<file path="src/common/dl_status_pkg.sv">
// Purpose: Constants for the data link status register bank
// Assumes: APB slave, 32-bit data, one aligned word per register
// Notes:   Offsets of the bank are local choices
package dl_status_pkg;

	localparam int          ADDR_W          = 12;
	localparam logic [11:0] STATUS_OFFSET   = 12'h000;
	localparam logic [11:0] MSG_KIND_OFFSET = 12'h004;

	localparam int MSG_KIND_POS  = 7;
	localparam int TX_START_POS  = 6;
	localparam int RX_START_POS  = 5;
	localparam int TX_END_POS    = 4;
	localparam int RX_END_POS    = 3;
	localparam int FCS_ERR_POS   = 2;
	localparam int NUM_EVENTS    = 5;
	localparam int EVENT_LSB     = 2;

	localparam logic [4:0] EVENTS_RESET   = 5'h00;
	localparam logic       MSG_KIND_RESET = 1'b0;

endpackage

</file>
<file path="src/core/sticky_event_bits.sv">
// Purpose: Sticky event flags cleared by a host read
// Assumes: Events and clear come from logic on the same clock
// Notes:   A set in the clearing cycle survives the clear
module sticky_event_bits #(
	parameter int N = 5
) (
	input  wire logic         clk,
	input  wire logic         rstn,
	input  wire logic [N-1:0] set_i,
	input  wire logic         clear_i,
	output logic      [N-1:0] flags_q
);

	initial begin
		if (N < 1)
			$error("sticky_event_bits needs N >= 1");
	end

	typedef struct packed {
		logic [N-1:0] flags;
	} state_t;

	state_t s_q;
	state_t s_d;

	always_comb begin
		s_d = s_q;
		for (int i = 0; i < N; i++) begin
			if (set_i[i])
				s_d.flags[i] = 1'b1; // [RULE_09]
			else if (clear_i)
				s_d.flags[i] = 1'b0; // [RULE_07]
		end
	end

	always_ff @(posedge clk) begin
		if (!rstn)
			s_q <= '0;
		else
			s_q <= s_d;
	end

	assign flags_q = s_q.flags;

endmodule // sticky_event_bits

</file>
<file path="src/core/hdlc_link_status_flags.sv">
// Purpose: Data link status register one for the first HDLC pair
// Assumes: Event strobes are single-cycle pulses on clk
// Notes:   Reading the status word clears its event flags
//          Access answers with no wait state
//          Writes and unmapped reads end with pslverr
//          An event in the clearing cycle survives it
//          Kind bit follows the latest received message
//          Abort and idle flags are not kept here
//
// Behaviour
// [RULE_01] Bit 7 shows last received message kind
// [RULE_02] Bit 6 set when transmit message starts
// [RULE_03] Bit 5 set when receive message starts
// [RULE_04] Bit 4 set when transmit message ends
// [RULE_05] Bit 3 set on receive end or full
// [RULE_06] Bit 2 set on frame check mismatch
// [RULE_07] Flags show events since read; read clears
// [RULE_08] Host loads next buffer between start, end
// [RULE_09] Event during clearing read stays set; here only in the access cycle, an event in the setup cycle is cleared unread
module hdlc_link_status_flags
	import dl_status_pkg::*;
(
	input  wire logic              clk,
	input  wire logic              rstn,
	input  wire logic              psel,
	input  wire logic              penable,
	input  wire logic              pwrite,
	input  wire logic [ADDR_W-1:0] paddr,
	input  wire logic [31:0]       pwdata,
	output logic      [31:0]       prdata,
	output logic                   pready,
	output logic                   pslverr,
	input  wire logic              tx_msg_start,
	input  wire logic              rx_msg_start,
	input  wire logic              tx_msg_end,
	input  wire logic              rx_msg_end,
	input  wire logic              rx_buffer_full,
	input  wire logic              rx_fcs_mismatch,
	input  wire logic              rx_msg_done,
	input  wire logic              rx_msg_is_mos
);

	// Package layout must fit one status byte
	initial begin
		if (ADDR_W < 3)
			$error("address must reach the mirror word");
		if (ADDR_W > 32)
			$error("address wider than the bus");
		if (MSG_KIND_POS > 7)
			$error("message kind bit must sit in the low byte");
		if (EVENT_LSB + NUM_EVENTS > MSG_KIND_POS)
			$error("event flags overlap the message kind bit");
		if (TX_START_POS != EVENT_LSB + 4)
			$error("transmit start flag out of place");
		if (RX_START_POS != EVENT_LSB + 3)
			$error("receive start flag out of place");
		if (TX_END_POS != EVENT_LSB + 2)
			$error("transmit end flag out of place");
		if (RX_END_POS != EVENT_LSB + 1)
			$error("receive end flag out of place");
		if (FCS_ERR_POS != EVENT_LSB)
			$error("check error flag out of place");
		if (STATUS_OFFSET[1:0] != 2'b00 || MSG_KIND_OFFSET[1:0] != 2'b00)
			$error("register offsets must be word aligned");
		if (STATUS_OFFSET == MSG_KIND_OFFSET)
			$error("status and mirror offsets must differ");
	end

	// Kind of access seen in the setup cycle
	typedef enum {
		ACC_IDLE,
		ACC_STATUS,
		ACC_KIND,
		ACC_WRITE,
		ACC_UNMAPPED
	} access_t;

	typedef struct packed {
		logic        msg_kind;
		logic [31:0] rdata;
		logic        ready;
		logic        slverr;
	} state_t;

	state_t s_q;
	state_t s_d;

	logic [NUM_EVENTS-1:0] ev_set;
	logic [NUM_EVENTS-1:0] ev_flags;
	logic                  setup;
	logic                  access;
	logic                  hit_status;
	logic                  hit_kind;
	logic                  read_clear;
	logic [7:0]            status_byte;
	access_t               acc_kind;

	assign setup      = psel && !penable;
	assign access     = psel && penable;
	assign hit_status = (paddr == STATUS_OFFSET);
	assign hit_kind   = (paddr == MSG_KIND_OFFSET);

	// Writes are refused before the address is looked at
	always_comb begin
		if (!setup)
			acc_kind = ACC_IDLE;
		else if (pwrite)
			acc_kind = ACC_WRITE;
		else if (hit_status)
			acc_kind = ACC_STATUS;
		else if (hit_kind)
			acc_kind = ACC_KIND;
		else
			acc_kind = ACC_UNMAPPED;
	end

	// Clear on the completing edge of a status read
	assign read_clear = access && s_q.ready && !pwrite
		&& hit_status; // [RULE_07]

	// One set line per flag, placed by its status bit
	for (genvar i = 0; i < NUM_EVENTS; i++) begin : g_ev_set
		localparam int POS = i + EVENT_LSB;
		if (POS == TX_START_POS) begin : g_tx_start
			assign ev_set[i] = tx_msg_start; // [RULE_02]
		end else if (POS == RX_START_POS) begin : g_rx_start
			assign ev_set[i] = rx_msg_start; // [RULE_03]
		end else if (POS == TX_END_POS) begin : g_tx_end
			assign ev_set[i] = tx_msg_end; // [RULE_04]
		end else if (POS == RX_END_POS) begin : g_rx_end
			// Full buffer ends reception as a message would
			assign ev_set[i] = rx_msg_end || rx_buffer_full; // [RULE_05]
		end else if (POS == FCS_ERR_POS) begin : g_fcs_err
			assign ev_set[i] = rx_fcs_mismatch; // [RULE_06]
		end else begin : g_spare
			assign ev_set[i] = 1'b0;
		end
	end

	// Flags live in a sticky bank; a set in the
	// clearing edge wins; an event in the read's setup cycle is cleared unread
	sticky_event_bits #(
		.N       (NUM_EVENTS)
	) u_flags (
		.clk     (clk),
		.rstn    (rstn),
		.set_i   (ev_set),
		.clear_i (read_clear),
		.flags_q (ev_flags)
	);

	// Status word: kind on top, event flags, two spare bits
	always_comb begin
		status_byte                          = 8'h00;
		status_byte[MSG_KIND_POS]            = s_q.msg_kind;
		status_byte[EVENT_LSB +: NUM_EVENTS] = ev_flags;
	end

	// Read data is taken at the setup edge and stands until
	// the next setup; pready and pslverr stand one cycle only
	always_comb begin
		s_d        = s_q;
		s_d.ready  = 1'b0;
		s_d.slverr = 1'b0;

		// Latest received message decides the kind bit
		if (rx_msg_done)
			s_d.msg_kind = rx_msg_is_mos; // [RULE_01]

		// No wait state: answer in the cycle after setup
		case (acc_kind)
			ACC_IDLE: begin
				s_d.ready = 1'b0;
			end
			ACC_STATUS: begin
				s_d.ready = 1'b1;
				s_d.rdata = {24'h00_0000, status_byte}; // [RULE_07]
			end
			ACC_KIND: begin
				s_d.ready = 1'b1;
				s_d.rdata = {31'h0000_0000, s_q.msg_kind}; // [RULE_01]
			end
			ACC_WRITE: begin
				// The bank is read-only
				s_d.ready  = 1'b1;
				s_d.rdata  = 32'h0000_0000;
				s_d.slverr = 1'b1;
			end
			ACC_UNMAPPED: begin
				// Nothing lives here
				s_d.ready  = 1'b1;
				s_d.rdata  = 32'h0000_0000;
				s_d.slverr = 1'b1;
			end
			default: begin
				s_d.ready = 1'b0;
			end
		endcase
	end

	// Synchronous reset to the defaults
	always_ff @(posedge clk) begin
		if (!rstn) begin
			s_q.msg_kind <= MSG_KIND_RESET;
			s_q.rdata    <= 32'h0000_0000;
			s_q.ready    <= 1'b0;
			s_q.slverr   <= 1'b0;
		end else begin
			s_q <= s_d;
		end
	end

	// Outputs come straight from the state flops
	assign prdata  = s_q.rdata;
	assign pready  = s_q.ready;
	assign pslverr = s_q.slverr;

	// Write data is unused; the bank is read-only
	logic unused_wdata;
	assign unused_wdata = ^pwdata;

endmodule // hdlc_link_status_flags

</file>
<file path="config.mk">
export PLATFORM = sky130hd
export DESIGN_NAME = hdlc_link_status_flags
export DESIGN_NICKNAME = d
export VERILOG_FILES = /design/src/common/dl_status_pkg.sv /design/src/core/sticky_event_bits.sv /design/src/core/hdlc_link_status_flags.sv
export SDC_FILE = /design/constraint.sdc
export NUM_CORES = 1
export LEC_CHECK = 0
export BUFFER_PORTS_ARGS = -buffer_cell sky130_fd_sc_hd__buf_2
export CAP_MARGIN = 10
export CELL_PAD_IN_SITES_DETAIL_PLACEMENT = 0
export CELL_PAD_IN_SITES_GLOBAL_PLACEMENT = 2
export CORE_AREA = 2 2 59 103
export CTS_CLUSTER_SIZE = 28
export DETAILED_ROUTE_END_ITERATION = 10
export DIE_AREA = 0 0 61 105
export PLACE_DENSITY_LB_ADDON = 0.2
export SETUP_SLACK_MARGIN = 0.2
export SLEW_MARGIN = 20
export SYNTH_ARGS = -nofsm -noshare
export SYNTH_HDL_FRONTEND = slang
export SYNTH_SLANG_ARGS = --single-unit
</file>
<file path="constraint.sdc">
create_clock -name clk -period 1.1 [get_ports clk]
set_input_delay 0.055 -clock clk [delete_from_list [all_inputs] [get_ports clk]]
set_output_delay 0.055 -clock clk [all_outputs]
set_load 0.005 [all_outputs]
</file>
* Yosys cells after proc, flatten, opt, wreduce, memory -nomap -nowiden
Index checks and enable logic that the tools add are counted.
** Word-level totals
- Bits in registers :: 40
- Bits of input ports :: 57
- Output and inout bits :: 34
- Logic and storage cells :: 44
** Cells by class
- Equal/unequal tests :: 5
- Multiplexer cells :: 13
- Reduce and logical (&&, ||, !) cells :: 17
** Operators with widths (number)
- $pmux 32 s3 :: 1
- $eq 32x2->1 const B :: 2
- $eq 32x1->1 const B :: 1
- $eq 32x3->1 const B :: 1
- $eq 12x3->1 const B :: 1
- $logic_not 12->1 :: 1
- $mux 3 :: 4
- $reduce_bool 2->1 :: 5
- $mux 1 :: 8
- $logic_and 1x1->1 :: 5
- $reduce_or 4->1 :: 1
- $reduce_bool 3->1 :: 1
- $logic_not 1->1 :: 2
- $reduce_or 2->1 :: 1
- $logic_or 1x1->1 :: 1

* Longest topological paths before layout
Gate-level depths: netlist (run 1).
- Depth after elaboration :: 8
- Depth in mapped cells :: 4
- Gate-level depth less buffers :: 3

* Modules after synthesis
A second synthesis (run 1) with hierarchy kept.
** Second synthesis, totals
- Cell total of the unflattened synthesis :: 86
- Area total of the unflattened synthesis :: 848.3 um2
** Modules (own cells, without submodules)
- hdlc_link_status_flags :: instances 1, cells each 71, area each 679.4 um2, seq. area each 200.2 um2
- sticky_event_bits :: instances 1, cells each 15, area each 168.9 um2, seq. area each 100.1 um2

* Worst setup path before layout (run 1)
Ideal clock, no wire load.
- Kind :: register to register
- From :: reg s_q (netlist bit pready)
- To :: reg u_flags.s_q (netlist bit u_flags.flags_q[1])
- Library setup time :: 121 ps
- Arrival :: 824 ps
- Required time :: 979 ps
- Setup slack :: 154 ps
- Stages on the path, launching flop included :: 4
- Clock period less this slack :: 946 ps
- Cell sequence :: dfxtp_1 > and4b_1 > and4_4 > o21ai_2
** On the way
- Word-level cells in the longest chain between the ends :: 4
** RTL lines
- from (decl) :: line hdlc_link_status_flags.sv:85 : state_t s_q;
- $logic_and 1x1->1 (2 in a row) :: line hdlc_link_status_flags.sv:118 : assign read_clear = access && s_q.ready && !pwrite
- $logic_and 1x1->1 :: line hdlc_link_status_flags.sv:119 : && hit_status;
- $reduce_bool 2->1 (no source line)
- to (signal assigned) :: line sticky_event_bits.sv:38 : s_q <= '0;
- to (signal assigned) :: line sticky_event_bits.sv:40 : s_q <= s_d;
- to (decl) :: line sticky_event_bits.sv:23 : state_t s_q;
Every way passes these cells.
A chain may end at the register's enable or synchronous reset.

* Worst setup path after layout (run 1)
Ends and elaborated chain as after synthesis.

==> results.toml, run 1 <==
[outcome]
status = "finished, final reports clean"

[power]
seq_power_share = 0.492
powerDensity_nw_per_um2 = 1110
peakVddDrop_uv = 247
p_comb_frac = 0.135
swShare = 0.242
power_leakage_uw = 0.000494
internal-power_uw = 882
clockPowerShare = 0.373
p_switching_uw = 282

[run]
max_cap_viol_count = 0

[global_routing]
antenna_found_initial = 0
grt_overflow = 0
grt_use_total = 0.0626
grt_max_degree = 12
grt_pass1_wl_mm = 2.97
grt_pass1_vias = 605

[min_path]
worstHoldPathType = "in2reg"

[setup_path]
path_max_fanout = 5
cp-startpoint = "pready$_SDFF_PN0_"
criticalPathCategory = "reg2reg"
r2r_start = "pready$_SDFF_PN0_"
r2r_end = "u_flags.flags_q[1]$_SDFFE_PN0P_"
crit_path_end = "u_flags.flags_q[1]$_SDFFE_PN0P_"
regToRegSetupSlack_ps = 120
worstPathArrival_ps = 1110
rr_worst_depth = 3
start_kind = "flip-flop"
worstPathRequired_ps = 1230
cp-end-kind = "flip-flop"

[synthesis]
syn_avg_cell_area_um2 = 9.06
yosysTopAreaCellShare = 0.345
yosys-top-cells-area = "dfxtp_1 (35%), buf_4 (28%), nor4_4 (7.3%), o21ai_2 (5.0%), nand2_1 (4.7%)"
ys_seq_area_frac = 0.345
ys_warn_count = 0
netlist_instances = 96
synthAdderAreaFrac = 0
synth_most_common_cell = "buf_4"
synth_ff_type = "dfxtp_1"
ys_types = 22
synth-async-reset-ratio = 0
synthMuxAreaShare = 0.0115
syn-cell-area_um2 = 870
synth_edf_count = 0
synth_top_family_by_area = "buffers and inverters"
yosys_register_bits = 15
synth-xor-area-share = 0
synthSimpleGateAreaFrac = 0.237
synth_top_cell_by_area = "dfxtp_1"
synthTopCellsByCount = "buf_4 (32), dfxtp_1 (15), nand2_1 (11)"
synth_compound_area_frac = 0.106

[sta]
drv_slew = 0
post-route-period-util = 0.888
rsz0062_at_grt = "yes"
fmax_mhz = 1020
fin_crit_ps = 977
final_hold_viol_count = 0
setup_tns_ps = 0
skew_ps = 1.72
setup_viol = 0

[floorplanning]
num_io_pins = 91
coreArea_um2 = 5540
fp.dieW_um = 61
design.die.area_um2 = 6410
rows = 36
start_util = 0.157
die_y_um = 105

[finish]
nets = 184
final_util = 0.189
n_antenna_cell = 0
drive_gt1_frac = 0.421
stdcell_count = 202
fillCellCount = 636
syn2layout_area_growth_pct = 20.3
post-route-cell-area_um2 = 1050

[clock_network]
clk_pin_slew_ps = 60
cts_htree_levels = 1
cts_tree = "yes"
cts-root-buf = "clkbuf_8"
clock_tree.buffer_depth = 2
clock-sinks = 15
clk_latency_ps = 240
numCtsBuffers = 3

[drt]
drc = 0
vias = 645
drtPass1Iterations = 4
first_iter_violations = 18
final_antenna_net_count = 0
wl_per_cell_um = 9.69
viasPerCell = 3.19
drt-total-wl_mm = 1.96

[placed_design]
dp_hpwl_mm = 1.66
dp_cells = 196
gp_congestion = 0.653
io_buffers = 33
place_area_um2 = 983
-- cell usage in the layout, fill, tap and decap left out, drive strengths merged --
master and instances:
conb 25, nor4 3, nand2 11, o21ai 12
and4b 2, nand2b 1, a311oi 1, nor3b 1
a21oi 1, and4 1, nand4 2, inv 1
dfxtp 15, buf 37, mux2i 1, nand3 6
clkbuf 3, nor2 2, clkinv 1
-- stage by stage --
stage / hold WS, ps / total power, uW / setup WS [ps]
finish: 13.9 / 1160 / 123
detailed placement: 266 / 737 / -2.08
global route: 14.5 / 1220 / 60.5
global placement: 254 / 734 / 22.8
floorplan: 168 / 725 / 177
CTS: 7.61 / 1190 / 107
-- kinds of logic (layout without fill, tap and decap cells) --
logic type | count (synthesis) | after routing
multiplexers | 1 | 1
flip-flops | 15 | 15
AND/OR/NAND/NOR | 29 | 29
AO/OA/AOI/OAI | 14 | 14
buffers and inverters | 36 | 42
other | 1 | 25
-- power by group through the flow --
| stage | logic (uW) | clock network, uW | registers, uW |
|---|---|---|---|
| after floorplan | 142 | 0 | 583 |
| after global placement | 149 | 0 | 585 |
| after detailed placement | 152 | 0 | 586 |
| after CTS | 154 | 459 | 574 |
| after global routing | 176 | 471 | 575 |
| final | 157 | 434 | 573 |
-- flip-flops by register name, indices dropped and copies added, names as in the netlist --
signal,cells
s_q,1
pready,1
prdata,7
u_flags.flags_q,5
pslverr,1
-- critical path, stage by stage (launching register included) --
cell	delay [ps]
dfxtp_2	330
and4b_1	180
and4_4	300
o21ai_2	60
-- layout make-up --
class / instances / area (um2) / share of cell area
Timing Repair Buffer: 37 / 195 / 0.187
Inverter: 1 / 3.75 / 0.00359
Tap cell: 76 / 95.1 / 0.0909
Sequential cell: 15 / 303 / 0.289
Clock buffer: 3 / 41.3 / 0.0395
Clock inverter: 1 / 5.00 / 0.00478
Multi-Input combinational cell: 69 / 403 / 0.385
-- routing by layer --
layer	up-vias	track usage	share of wire
met5	-	0	0
li1	328	-	-
met4	0	0.0280	0.0077
met1	279	0.0700	0.39
met3	2	0.00743	0.070
met2	36	0.111	0.54
-- worst min path at each step --
stage                               start                         endpoint  slack (ps)  depth (start not counted)
after floorplan           rx_fcs_mismatch  u_flags.flags_q[0]$_SDFFE_PN0P_         170                          2
after global placement    rx_fcs_mismatch  u_flags.flags_q[0]$_SDFFE_PN0P_         250                          3
after detailed placement     tx_msg_start  u_flags.flags_q[4]$_SDFFE_PN0P_         270                          3
after CTS                    tx_msg_start  u_flags.flags_q[4]$_SDFFE_PN0P_           8                          3
after global routing         tx_msg_start  u_flags.flags_q[4]$_SDFFE_PN0P_          10                          3
final                        rx_msg_start  u_flags.flags_q[3]$_SDFFE_PN0P_          10                          3
-- repair_timing --
action                                  4_1_cts  5_1_grt
gates cloned                                  0        0
endpoints found under the hold margin         0        0
endpoints found under the setup margin        6       12
hold buffers                                  0        0
resized for setup                             1        0
pin swaps                                     1        1
buffers inserted                              1        1
Note: power is estimated with default switching activity, not from simulation.
==> run 2, diff against run 1 <==
CELL_PAD_IN_SITES_GLOBAL_PLACEMENT = 1   (was 2)
CORE_AREA = 2 2 51 89   (was 2 2 59 103)
CTS_CLUSTER_SIZE = not set   (was 28)
DIE_AREA = 0 0 53 91   (was 0 0 61 105)
==> run 2 against run 1 <==
Sequential power about the same. Critical path depth unchanged. Total power down 1.8%. Largest power group unchanged. Highest routed layer unchanged.
==> results.toml, run 2 (synthesized netlist as in run 1, its figures left out) <==
[finish]
mostFrequentLayoutCells = "buf_2 (33), conb_1 (25), dfxtp_1 (13)"
drive_gt1_frac = 0.416
seqCellArea_um2 = 303
nets = 183
stdcell_count = 174
final_common_cell = "buf_2"
n_antenna_cell = 0
largest_reg_flops = 7
multi_input_area_um2 = 407
syn2layout_area_growth_pct = 15.8
fillCellCount = 472

[setup_path]
worstPathCellList = "and4b_1 > and4_4 > o21ai_2"
rr_worst_depth = 3
worstPathArrival_ps = 1110
path_max_fanout = 5
r2r_end = "u_flags.flags_q[1]$_SDFFE_PN0P_"
cp_num_buf_inv = 0
r2r_start = "pready$_SDFF_PN0_"
worstPathRequired_ps = 1220
criticalPathCategory = "reg2reg"
slowest_delay_ps = 320
cpLargestDelayFamily = "simple AND/OR/NAND/NOR gates"
cp-end-kind = "flip-flop"
start_kind = "flip-flop"
regToRegSetupSlack_ps = 110
worst_path_max_delay_cell = "dfxtp_2"

[drt]
wl_met3_um = 155
top_layer = "met4"
first_iter_violations = 9
viasPerCell = 3.74
drc = 0
wl_met2_um = 884
final_antenna_net_count = 0
drtPass1Iterations = 4
wl_per_cell_um = 9.65
drt-total-wl_mm = 1.68
vias = 651
m1WireLength_um = 597

[clock_network]
clock-sinks = 15
clock_tree.buffer_depth = 2
cts_hold_buffers = 0
clk_latency_ps = 240
cts_tree = "yes"
numCtsBuffers = 3
cts-root-buf = "clkbuf_8"
clk_pin_slew_ps = 50
cts_htree_levels = 1

[sta]
post-route-period-util = 0.897
fin_crit_ps = 987
drv_slew = 0
final_hold_viol_count = 0
skew_ps = 0.466
setup_viol = 0
layout_setup_ws_ps = 113
setup_tns_ps = 0
fmax_mhz = 1010
rsz0062_at_grt = "yes"
hold-worst-slack_ps = 13.6

[power]
power_leakage_uw = 0.000486
peakVddDrop_uv = 426
powerDensity_nw_per_um2 = 1140

[min_path]
hold_depth = 3
min_to = "u_flags.flags_q[4]$_SDFFE_PN0P_"
hp-start = "tx_msg_start"
worstHoldPathType = "in2reg"

[floorplanning]
rows = 31
design.die.area_um2 = 4820
num_io_pins = 91
fp.dieW_um = 53
start_util = 0.214
die_y_um = 91
coreArea_um2 = 4070

[global_routing]
grt_max_degree = 19
antenna_found_initial = 0
grt_use_total = 0.0738
grt_overflow = 0
grt_pass1_vias = 600
grt_pass1_wl_mm = 2.65

[placed_design]
post-place-ws_ps = 43.2
gp_congestion = 0.599
dp_cells = 170
io_buffers = 33
dp_hpwl_mm = 1.42

[outcome]
status = "finished, final reports clean"

[run]
max_cap_viol_count = 0
-- run 2: where the power goes --
group	internal [uW]	switching, uW	total [uW]
sequential	567	6.45	573
clock	256	165	421
combinational	61.0	88.5	150
total	883	260	1140
-- run 2: worst max-delay path by stage --
stage / startpoint / to / slack [ps] / cells after the start
global placement: paddr[9] / prdata[7]$_SDFFE_PN0P_ / 60 / 4
global route: pready$_SDFF_PN0_ / u_flags.flags_q[1]$_SDFFE_PN0P_ / 70 / 3
detailed placement: paddr[5] / u_flags.flags_q[1]$_SDFFE_PN0P_ / 40 / 4
floorplan: pready$_SDFF_PN0_ / u_flags.flags_q[1]$_SDFFE_PN0P_ / 180 / 3
CTS: pready$_SDFF_PN0_ / u_flags.flags_q[1]$_SDFFE_PN0P_ / 100 / 3
finish: pready$_SDFF_PN0_ / u_flags.flags_q[1]$_SDFFE_PN0P_ / 110 / 3
-- run 2: per-stage QoR --
stage | area [um2] | power [uW] | utilization
2_1_floorplan | 961 | 725 | -
3_3_place_gp | 957 | 731 | 0.235
3_5_place_dp | 957 | 734 | 0.235
4_1_cts | 1000 | 1170 | 0.246
5_1_grt | 1010 | 1210 | 0.247
6_report | 1010 | 1140 | 0.247
-- run 2: cell type report --
cell class	instances	area share
tap	49	0.0609
inverter	1	0.00373
timing repair buffer	36	0.186
clock buffer	4	0.0447
sequential	15	0.301
multi-input combinational	69	0.404
-- run 2: worst register-to-register path, stage by stage, from the launching register on --
cell,delay (ps)
dfxtp_2,320
and4b_1,190
and4_4,300
o21ai_2,60
-- run 2: per-layer routing --
layer	global-route usage	vias to the layer above
met5	0	-
met4	0.0513	0
met3	0.00987	4
met2	0.127	39
met1	0.0780	280
li1	-	328
-- run 2: repair_timing --
action | in CTS | in global routing
pin swaps | 1 | 4
buffers inserted | 0 | 0
endpoints found under the setup margin | 6 | 9
gates resized for setup | 1 | 1
==> run 3, diff against run 2 <==
HOLD_SLACK_MARGIN = 0.08   (was not set)
==> run 3 against run 2 <==
First-iteration DRC count is 33% higher. Clock-buffer cell count did not move. Cell area is 7.0% higher. Via count is 3.7% higher. Wire length grew 2.6%. Fmax is the same. Non-clock buffer count up 7. Flip-flop and latch count unchanged. Register-to-register slack hardly changed. Final cell count increased by 4.0%. Critical endpoint unchanged. Largest cell class unchanged. Largest power group unchanged.
==> results.toml, run 3 (synthesized netlist as in run 1, its figures left out) <==
[outcome]
status = "finished, final reports clean"

[global_routing]
grt_overflow = 0
grt_max_degree = 19
grt_pass1_wl_mm = 2.75
grt_use_total = 0.0761
grt_pass1_vias = 631
antenna_found_initial = 0

[floorplanning]
die_y_um = 91
num_io_pins = 91
fp.dieW_um = 53
rows = 31
start_util = 0.214
design.die.area_um2 = 4820
coreArea_um2 = 4070

[finish]
mostFrequentLayoutCells = "buf_2 (33), conb_1 (25), dfxtp_1 (13)"
fillCellCount = 470
final_common_cell = "buf_2"
multi_input_area_um2 = 407
stdcell_count = 181
post-route-cell-area_um2 = 1080
n_antenna_cell = 0
seqCellArea_um2 = 303
largest_reg_flops = 7
nets = 190
syn2layout_area_growth_pct = 23.9
drive_gt1_frac = 0.394

[setup_path]
r2r_end = "u_flags.flags_q[1]$_SDFFE_PN0P_"
regToRegSetupSlack_ps = 110
crit_path_end = "u_flags.flags_q[1]$_SDFFE_PN0P_"
rr_worst_depth = 3
cp-end-kind = "flip-flop"
criticalPathCategory = "reg2reg"
path_max_fanout = 5
r2r_start = "pready$_SDFF_PN0_"
start_kind = "flip-flop"
worstPathRequired_ps = 1220
worstPathArrival_ps = 1110
cp-startpoint = "pready$_SDFF_PN0_"

[sta]
final_hold_viol_count = 0
drv_slew = 0
rsz0062_at_grt = "yes"
setup_viol = 0
setup_tns_ps = 0
fin_crit_ps = 987
hold-worst-slack_ps = 79.9
post-route-period-util = 0.897
fmax_mhz = 1010
skew_ps = 0.466

[clock_network]
cts_htree_levels = 1
clock-sinks = 15
clock_tree.buffer_depth = 2
cts-root-buf = "clkbuf_8"
post_cts_buffers = 0
clk_pin_slew_ps = 50
numCtsBuffers = 3
clk_latency_ps = 240
cts_tree = "yes"

[min_path]
hp-start = "rx_buffer_full"
worstHoldPathType = "in2reg"
hold_depth = 3

[placed_design]
dp_hpwl_mm = 1.42
place_area_um2 = 957
gp_congestion = 0.599
io_buffers = 33
dp_cells = 170

[drt]
final_antenna_net_count = 0
drt-total-wl_mm = 1.72
drc = 0
viasPerCell = 3.73
wl_per_cell_um = 9.51
first_iter_violations = 12
vias = 675
drtPass1Iterations = 4

[power]
peakVddDrop_uv = 431
power_leakage_uw = 0.000515
powerDensity_nw_per_um2 = 1080

[run]
max_cap_viol_count = 0
## run 3: changes by cell type in the layout (fill, tap and decap cells not counted)
cell,delta
dlygate4sd3_1,+7
## run 3: repair_timing
item                                    4_1_cts  5_1_grt
hold buffers                                  7        0
resized for setup                             1        1
pin swaps                                     1        4
endpoints found under the setup margin        6        9
cloned                                        0        0
endpoints found under the hold margin         6        0
## run 3: worst min path at each step
stage | end | slack (ps)
final | u_flags.flags_q[1]$_SDFFE_PN0P_ | 80
after global routing | u_flags.flags_q[1]$_SDFFE_PN0P_ | 100
after CTS | u_flags.flags_q[1]$_SDFFE_PN0P_ | 80
after detailed placement | u_flags.flags_q[0]$_SDFFE_PN0P_ | 260
after global placement | u_flags.flags_q[0]$_SDFFE_PN0P_ | 250
after floorplan | u_flags.flags_q[0]$_SDFFE_PN0P_ | 170
## run 3: metrics by stage
stage | total power, uW | util | setup WS [ps]
after floorplan | 725 | - | 177
after global placement | 731 | 0.235 | 58.5
after detailed placement | 734 | 0.235 | 43.2
after CTS | 1190 | 0.264 | 99.0
after global routing | 1230 | 0.265 | 72.0
final | 1160 | 0.265 | 113
## run 3: power by group
group,switching (uW),internal [uW]
clock,165,256
sequential,6.46,567
combinational,91.2,77.1
total,263,899
## run 3: final cells by class
| type | instances | share of cell area |
|---|---|---|
| well taps | 49 | 0.0569 |
| multi-input cells | 69 | 0.377 |
| repair buffers | 43 | 0.239 |
| clock buffers | 4 | 0.0418 |
| flip-flops and latches | 15 | 0.281 |
| inverters | 1 | 0.00348 |
## run 3: per-layer routing
metal	track usage	routed length [um]
met4	0.0513	41
met3	0.00987	149
met5	0	0
met1	0.0780	620
met2	0.134	910
## run 3: worst max-delay path, cell delays in order, from the launching register on
cell and delay, ps:
dfxtp_2 320, and4b_1 190, and4_4 300, o21ai_2 60
